[config.mk]
export PLATFORM = sky130hd
export DESIGN_NAME = mfi_top
export DESIGN_NICKNAME = d
export VERILOG_FILES = /design/src/rtl/mfi_pkg.sv /design/src/rtl/mfi_top.sv
export VERILOG_INCLUDE_DIRS = /design/src /design/src/rtl
export SDC_FILE = /design/constraint.sdc
export NUM_CORES = 1
export LEC_CHECK = 0
export ABC_CLOCK_PERIOD_IN_PS = 2450
export BUFFER_PORTS_ARGS = -buffer_cell sky130_fd_sc_hd__buf_4
export CAP_MARGIN = 10
export CORE_MARGIN = 8
export CORE_UTILIZATION = 40
export DETAILED_ROUTE_END_ITERATION = 10
export PLACE_DENSITY_LB_ADDON = 0.2
export REMOVE_ABC_BUFFERS = 1
export SETUP_SLACK_MARGIN = 0.5
export SLEW_MARGIN = 15
export SYNTH_ARGS = -nofsm -noshare
export SYNTH_HDL_FRONTEND = slang
export SYNTH_SLANG_ARGS = --single-unit
[constraint.sdc]
create_clock -name I_CLK -period 2.45 [get_ports I_CLK]
set_input_delay 0.735 -clock I_CLK [delete_from_list [all_inputs] [get_ports I_CLK]]
set_output_delay 0.735 -clock I_CLK [all_outputs]
set_load 0.05 [all_outputs]
[src/rtl/mfi_defines.svh]
// Offsets, field positions, reset values and timing counts of the flag block
// Functional notes
// - Host holds reset pin low at least 10 us; such a pulse requests reset.
// - Management init completes within 2000 ms of power-on or reset release.
// - Any interrupt condition drives the interrupt pin low within 200 ms.
// - Flags clear on read; interrupt released within 500 us after that read.
// - Receive loss sets its flag and asserts interrupt within 100 ms.
// - Fast detection mode sets receive-loss flag within 10 ms.
// - Receive-loss indication withdrawn within 100 ms once signal returns.
// - Transmit fault sets its flag and asserts interrupt within 200 ms.
// - Any other condition sets its flag and asserts interrupt within 200 ms.
// - Setting a mask bit stops that flag interrupting within 100 ms.
// - Clearing a mask bit restores that flag's interrupt within 100 ms.
// - Transmit disable turns transmitter off in 100 ms, back on in 10 s.
`ifndef MFI_DEFINES_SVH
`define MFI_DEFINES_SVH

`define MFI_CLK_MHZ 250
`define MFI_INIT_MS 2000
`define MFI_INIT_CYC (`MFI_INIT_MS * 1000 * `MFI_CLK_MHZ)
`define MFI_RST_US 10
`define MFI_RST_CYC (`MFI_RST_US * `MFI_CLK_MHZ)
`define MFI_IRQ_ON_MS 200
`define MFI_IRQ_ON_CYC (`MFI_IRQ_ON_MS * 1000 * `MFI_CLK_MHZ)
`define MFI_IRQ_OFF_US 500
`define MFI_IRQ_OFF_CYC (`MFI_IRQ_OFF_US * `MFI_CLK_MHZ)
`define MFI_LOS_FILT 4

`define MFI_OFF_STATUS 8'h00
`define MFI_OFF_MASK 8'h04
`define MFI_OFF_CTRL 8'h08
`define MFI_OFF_STATE 8'h0c

`define MFI_CTRL_TXDIS 0
`define MFI_CTRL_FAST 1
`define MFI_ST_DONE 0
`define MFI_ST_LOS 1
`define MFI_ST_TXEN 2
`define MFI_ST_FAULT 3

`define MFI_RST_FLAGS 8'h00
`define MFI_RST_MASK 8'h00
`define MFI_RST_CTRL 2'h0

`endif

[src/rtl/mfi_pkg.sv]
// Types shared by the flag and interrupt block
package mfi_pkg;

    typedef struct packed {
        logic [5:0] other;
        logic tx_fault;
        logic rx_los;
    } mfi_flags_t;

    typedef struct packed {
        logic fast_los;
        logic tx_disable;
    } mfi_ctrl_t;

    typedef struct packed {
        logic wr;
        logic [7:0] off;
    } mfi_aphase_t;

    typedef enum logic [2:0] {
        MFI_INIT = 3'b001,
        MFI_RUN = 3'b010,
        MFI_HELD = 3'b100
    } mfi_state_t;

endpackage

[src/rtl/mfi_top.sv]
// Module flag latching, masking, interrupt pin, reset and init window
//
// Our own choices: register access over AHB-Lite and the placing of the registers.
`timescale 1ns/1ps
`default_nettype none
`include "mfi_defines.svh"

module mfi_top #(
    parameter int INIT_CYCLES = `MFI_INIT_CYC,
    parameter int RST_CYCLES = `MFI_RST_CYC,
    parameter int LOS_FILT = `MFI_LOS_FILT
) (
    input wire logic I_CLK,                  // 250 MHz clock
    input wire logic I_RESET_N,              // Async power-on reset
    input wire logic I_MODULE_RESET_N,       // Host module reset pin
    input wire logic I_RX_LOS,               // Receive loss condition
    input wire logic I_TX_FAULT,             // Transmitter fault condition
    input wire logic [5:0] I_OTHER_FLAG,     // Other flag conditions
    input wire logic I_HSEL,                 // AHB select
    input wire logic [31:0] I_HADDR,         // AHB address
    input wire logic [1:0] I_HTRANS,         // AHB transfer type
    input wire logic I_HWRITE,               // AHB write
    input wire logic [2:0] I_HSIZE,          // AHB size
    input wire logic [31:0] I_HWDATA,        // AHB write data
    input wire logic I_HREADY,               // AHB ready
    output logic [31:0] O_HRDATA,            // AHB read data
    output logic O_HREADYOUT,                // AHB ready out
    output logic O_HRESP,                    // AHB response
    output logic O_HOST_INTERRUPT_N,         // Interrupt pin, low active
    output logic O_TX_ENABLE,                // Transmitter on
    output logic O_RX_LOS,                   // Live receive-loss indication
    output logic O_MANAGEMENT_INIT_STATE     // High during init window
);

    if (INIT_CYCLES < 2 || RST_CYCLES < 1 || LOS_FILT < 1 || LOS_FILT > 255) begin : g_bad
        $error("mfi_top: parameter out of range");
    end

    mfi_pkg::mfi_state_t state;
    mfi_pkg::mfi_state_t next_state;
    mfi_pkg::mfi_flags_t status;
    mfi_pkg::mfi_flags_t next_status;
    mfi_pkg::mfi_flags_t mask;
    mfi_pkg::mfi_flags_t set_ev;
    mfi_pkg::mfi_ctrl_t ctrl;
    mfi_pkg::mfi_aphase_t aph;
    logic [31:0] init_cnt;
    logic [31:0] rst_cnt;
    logic [7:0] los_cnt;
    logic [31:0] rdata;
    logic int_n;
    logic tx_en;
    logic los_out;

    // Bus decode
    wire logic [7:0] off = I_HADDR[7:0];
    wire logic acc = I_HSEL && I_HTRANS[1] && I_HREADY;
    wire logic rd_acc = acc && !I_HWRITE;
    wire logic rd_stat = rd_acc && (off == `MFI_OFF_STATUS);
    wire logic wr_mask = aph.wr && (aph.off == `MFI_OFF_MASK);
    wire logic wr_ctrl = aph.wr && (aph.off == `MFI_OFF_CTRL);
    wire logic run = (state == mfi_pkg::MFI_RUN);
    wire logic held = (state == mfi_pkg::MFI_HELD);
    // An exactly minimum-length pulse must count as a request
    wire logic rst_full = (rst_cnt == 32'(RST_CYCLES - 1));
    wire logic init_end = (init_cnt == 32'(INIT_CYCLES - 1));
    wire logic los_full = (los_cnt == 8'(LOS_FILT));
    wire logic los_live = I_RX_LOS && (ctrl.fast_los || los_full);
    wire logic [3:0] live = {I_TX_FAULT, tx_en, los_live, !O_MANAGEMENT_INIT_STATE};
    wire logic [31:0] next_rdata =
        (off == `MFI_OFF_STATUS) ? {24'h000000, status} :
        (off == `MFI_OFF_MASK) ? {24'h000000, mask} :
        (off == `MFI_OFF_CTRL) ? {30'h00000000, ctrl} :
        (off == `MFI_OFF_STATE) ? {28'h0000000, live} : 32'h00000000;

    // conditions latch only in normal operation
    assign set_ev = run ? {I_OTHER_FLAG, I_TX_FAULT, los_live} : 8'h00;
    assign next_status = (rd_stat ? 8'h00 : status) | set_ev;

    // long low pulse holds module, release starts init
    always_comb begin
        case (state)
            mfi_pkg::MFI_INIT: next_state = init_end ? mfi_pkg::MFI_RUN : mfi_pkg::MFI_INIT;
            mfi_pkg::MFI_RUN: next_state = mfi_pkg::MFI_RUN;
            mfi_pkg::MFI_HELD: next_state = I_MODULE_RESET_N ? mfi_pkg::MFI_INIT
                                                              : mfi_pkg::MFI_HELD;
            default: next_state = mfi_pkg::MFI_INIT;
        endcase
        if (!I_MODULE_RESET_N && rst_full) begin
            next_state = mfi_pkg::MFI_HELD;
        end
    end

    always_ff @(posedge I_CLK or negedge I_RESET_N) begin
        if (!I_RESET_N) begin
            state <= mfi_pkg::MFI_INIT;
            rst_cnt <= 32'h00000000;
        end else begin
            state <= next_state;
            rst_cnt <= I_MODULE_RESET_N ? 32'h00000000 : (rst_full ? rst_cnt : rst_cnt + 32'h1);
        end
    end

    always_ff @(posedge I_CLK or negedge I_RESET_N) begin
        if (!I_RESET_N) begin
            init_cnt <= 32'h00000000;
        end else begin
            init_cnt <= (state == mfi_pkg::MFI_INIT) ? init_cnt + 32'h1 : 32'h00000000;
        end
    end

    always_ff @(posedge I_CLK or negedge I_RESET_N) begin
        if (!I_RESET_N) begin
            los_cnt <= 8'h00;
        end else begin
            los_cnt <= !I_RX_LOS ? 8'h00 : (los_full ? los_cnt : los_cnt + 8'h01);
        end
    end

    // Held module loses its settings
    always_ff @(posedge I_CLK or negedge I_RESET_N) begin
        if (!I_RESET_N) begin
            status <= `MFI_RST_FLAGS;
            mask <= `MFI_RST_MASK;
            ctrl <= `MFI_RST_CTRL;
        end else if (held) begin
            status <= `MFI_RST_FLAGS;
            mask <= `MFI_RST_MASK;
            ctrl <= `MFI_RST_CTRL;
        end else begin
            status <= next_status;
            if (wr_mask) begin
                mask <= I_HWDATA[7:0];
            end
            if (wr_ctrl) begin
                ctrl <= I_HWDATA[1:0];
            end
        end
    end

    always_ff @(posedge I_CLK or negedge I_RESET_N) begin
        if (!I_RESET_N) begin
            aph <= '0;
            rdata <= 32'h00000000;
        end else begin
            aph.wr <= acc && I_HWRITE;
            aph.off <= off;
            if (rd_acc) begin
                rdata <= next_rdata;
            end
        end
    end

    always_ff @(posedge I_CLK or negedge I_RESET_N) begin
        if (!I_RESET_N) begin
            int_n <= 1'b1;
            tx_en <= 1'b0;
            los_out <= 1'b0;
        end else begin
            int_n <= !(|(status & ~mask));
            tx_en <= run && !ctrl.tx_disable;
            los_out <= los_live;
        end
    end

    // Zero wait states keep the clear-on-read capture exact
    assign O_HRDATA = rdata;
    assign O_HREADYOUT = 1'b1;
    assign O_HRESP = 1'b0;
    assign O_HOST_INTERRUPT_N = int_n;
    assign O_TX_ENABLE = tx_en;
    assign O_RX_LOS = los_out;
    assign O_MANAGEMENT_INIT_STATE = (state == mfi_pkg::MFI_INIT);
endmodule

`default_nettype wire

==> flow_metrics.tcl <==
set metrics [dict create \
    slew_headroom_pct 55.8 \
    slowest_stage "dfstp_2" \
    seq_area_frac_synth_pct 49.4 \
    fp.dieH_um 136 \
    cp_max_fo 2 \
    power.total_mw 5.34 \
    viasPerCell 5.54 \
    end_kind "output port" \
    rows 43 \
    dieArea_um2 18400 \
    r2r_cells 7 \
    period_share_pct 93.3 \
    cts_buffers 17 \
    critical-path-max-stage-delay_ns 0.52 \
    io_pins 121 \
    diodes 0 \
    initialDrtViolationCount 333 \
    grt_pass1_vias 4907 \
    syn_to_final_growth_pct 34.9 \
    place.gp.congestion 0.771 \
    cts.path.max_buffers 2 \
    totalWireLength_um 14700 \
    grt_max_degree 54 \
    fmax_ghz 0.438 \
    grt_usage_pct 16.2 \
    synth_area_per_cell_um2 9.89 \
    peakVddDrop_mv 0.543 \
    cp-start-kind "flop" \
    critical_path_class "reg -> out" \
    fin_util_pct 55.5 \
    via_count 4889 \
    synth_edf_count 0 \
    cp.depth 3 \
    setup-tns-final_ns 0 \
    fin_worst_skew_ns 0.0120 \
    fin_ws_ns 0.165 \
    required_ns 1.71 \
    start_util_pct 41.2 \
    antenna_found_initial 0 \
    coreArea_um2 13900 \
    p_leak_nw 3.35 \
    yosys_most_used_dff "dfrtp_1" \
    grt_pass1_wl_um 24200 \
    cp_top_family "flip-flops" \
    cts_tree "built" \
    synth_cell_type_count 55 \
    report.final.setup_viol 0 \
    syn_inst 580 \
    firstDrtPassIters 4 \
    status "complete, no violations" \
    tightest_slew_ns 0.663 \
    synth-seq-cells 113 \
    slew_violations 0 \
    hold_path.class "in -> async" \
    path_cells "or3b_4 > inv_4 > buf_8" \
    drive_above_1_share_pct 32.6 \
    critPathBufInv 2 \
    clock_latency_ns 0.41 \
    path_clk_slew_ns 0.06 \
    htree_levels 4 \
    overflow 0 \
    io_buffers 42 \
    crit_arrival_ns 1.55 \
    final-hold-violation-count 0 \
    ant_nets 0 \
    yosys_warnings 0 \
    cts_root_buf "clkbuf_16" \
    cts_sinks 113 \
    layout.nets 777 \
    wl_per_cell_um 16.7 \
    min_period_ns 2.29 \
    async_flop_share_pct 100 \
    synthesis.area_um2 5730 \
    dp_slack_ns 0.168 \
    drv_cap 0 \
    drc 0 \
    fp.dieW_um 136 \
    fillers 1207 \
    powerDensity_nw_per_um2 691 \
    dpl.hpwl_um 9030 \
    rsz0062_at_grt "true" \
]
sequential cells by signal, summed over array words and instances, names as in the netlist:
signal / flops
ctrl: 2
mask: 8
O_HRDATA: 8
rst_cnt: 32
state: 3
los_cnt: 8
aph: 9
O_TX_ENABLE: 1
init_cnt: 32
status: 8
O_RX_LOS: 1
O_HOST_INTERRUPT_N: 1
worst paths after layout:
kind,from,endpoint,slack [ns]
worst max-delay path,state[0],O_MANAGEMENT_INIT_STATE,0.16
worst min-delay path,I_RESET_N,los_cnt[5],0.27
worst max register to register,rst_cnt[4],rst_cnt[18],0.41
worst min register to register,ctrl[0],O_TX_ENABLE,0.45
max in group asynchronous,I_RESET_N,O_HOST_INTERRUPT_N,1.45
min in group I_CLK,I_HADDR[1],aph[1],0.45
layer usage:
layer | GRT usage (%) | up-vias | share of wire (%)
met5 | 0 | - | 0
met4 | 6.48 | 0 | 1.6
met3 | 3.60 | 18 | 4.7
met2 | 27.0 | 107 | 49
met1 | 20.0 | 2454 | 44
li1 | - | 2310 | -
layout make-up:
class	instances	area (um2)	area share, %
Multi-Input combinational cell	417	2990	38.6
Sequential cell	113	2840	36.7
Timing Repair Buffer	116	936	12.1
Clock buffer	22	464	6.00
Tap cell	180	225	2.91
Clock inverter	10	184	2.38
Inverter	25	96.3	1.25
synthesized netlist by cell type (all sizes together), types with 2 or more instances:
library cell | instances | share of area (%)
o21a | 2 | 0.26
o21ai | 21 | 1.8
mux2 | 2 | 0.39
or3 | 13 | 1.4
clkbuf | 19 | 1.3
and2 | 8 | 0.87
nor4b | 5 | 0.76
xor2 | 10 | 1.5
buf | 32 | 4.0
o31ai | 23 | 3.0
xnor2 | 18 | 2.7
nand2 | 26 | 1.7
dfstp | 2 | 0.92
a31oi | 2 | 0.22
nor3 | 11 | 0.96
and4 | 6 | 0.92
ha | 4 | 0.87
a21boi | 2 | 0.26
inv | 25 | 1.6
a22o | 8 | 1.2
or4 | 32 | 4.3
dfrtp | 111 | 48
and3 | 6 | 0.65
nand4 | 22 | 2.6
nor2 | 46 | 3.0
or2 | 2 | 0.22
nor4 | 13 | 1.4
nand4b | 3 | 0.46
nand3 | 26 | 2.4
a21oi | 40 | 3.5
nor2b | 3 | 0.33
mux2i | 17 | 3.0
conb | 2 | 0.13
o22ai | 4 | 0.44
power breakdown:
part | switching (mW) | internal, mW
sequential | 0.102 | 1.97
combinational | 0.338 | 0.223
clock | 0.858 | 1.86
per-stage QoR:
step / instances / instance area, um2 / hold WS (ns)
after floorplan: 553 / 5520 / 0.419
after global placement: 791 / 6190 / 0.457
after detailed placement: 791 / 6190 / 0.455
after CTS: 870 / 7350 / 0.270
after global routing: 883 / 7730 / 0.288
final: 883 / 7730 / 0.268
cells by family (layout without fill, tap and decap cells):
family / after synthesis / count (layout) / synth area share [%]
AND/OR/NAND/NOR: 228 / 230 / 22.8
flip-flops: 113 / 113 / 49.4
AO/OA/AOI/OAI: 109 / 109 / 11.8
buffers and inverters: 76 / 173 / 6.94
XOR/XNOR: 28 / 28 / 4.28
multiplexers: 20 / 20 / 3.75
adder cells (fa/ha/maj): 4 / 4 / 0.873
other: 2 / 26 / 0.131
repair_timing:
| action | in CTS | in global routing |
|---|---|---|
| hold buffers | 0 | 0 |
| setup endpoints to repair | 34 | 46 |
| setup buffers | 44 | 13 |
| pin swaps | 30 | 33 |
| gates resized for setup | 41 | 65 |
| gates cloned | 3 | 0 |
cell usage in the layout, fill, tap and decap left out, types with 3 or more instances in the layout:
| cell | Yosys | layout |
|---|---|---|
| dfrtp_1 | 111 | 102 |
| buf_4 | 26 | 102 |
| nor2_1 | 46 | 46 |
| conb_1 | 2 | 26 |
| nand2_1 | 26 | 25 |
| nand3_1 | 25 | 24 |
| a21oi_1 | 40 | 24 |
| inv_1 | 25 | 24 |
| nand4_1 | 20 | 20 |
| or4_4 | 1 | 20 |
| o21ai_0 | 21 | 20 |
| mux2i_1 | 17 | 17 |
| clkbuf_16 | 0 | 17 |
| a21oi_2 | 0 | 16 |
| xnor2_1 | 18 | 16 |
| or4_1 | 31 | 13 |
| o31ai_1 | 23 | 12 |
| buf_6 | 1 | 12 |
| nor4_1 | 13 | 11 |
| or3_1 | 13 | 11 |
| xor2_1 | 10 | 10 |
| dfrtp_2 | 0 | 9 |
| nor3_1 | 11 | 8 |
| and2_1 | 8 | 8 |
| a22o_1 | 8 | 8 |
| o31ai_4 | 0 | 7 |
| and4_1 | 6 | 6 |
| and3_1 | 6 | 6 |
| nor4b_1 | 5 | 5 |
| bufinv_16 | 0 | 5 |
| o31ai_2 | 0 | 4 |
| o22ai_1 | 4 | 4 |
| or3_4 | 0 | 3 |
| nand4b_1 | 3 | 3 |
| nor2b_1 | 3 | 3 |
| clkbuf_1 | 17 | 3 |
Note: power is estimated with default switching activity, not from simulation.
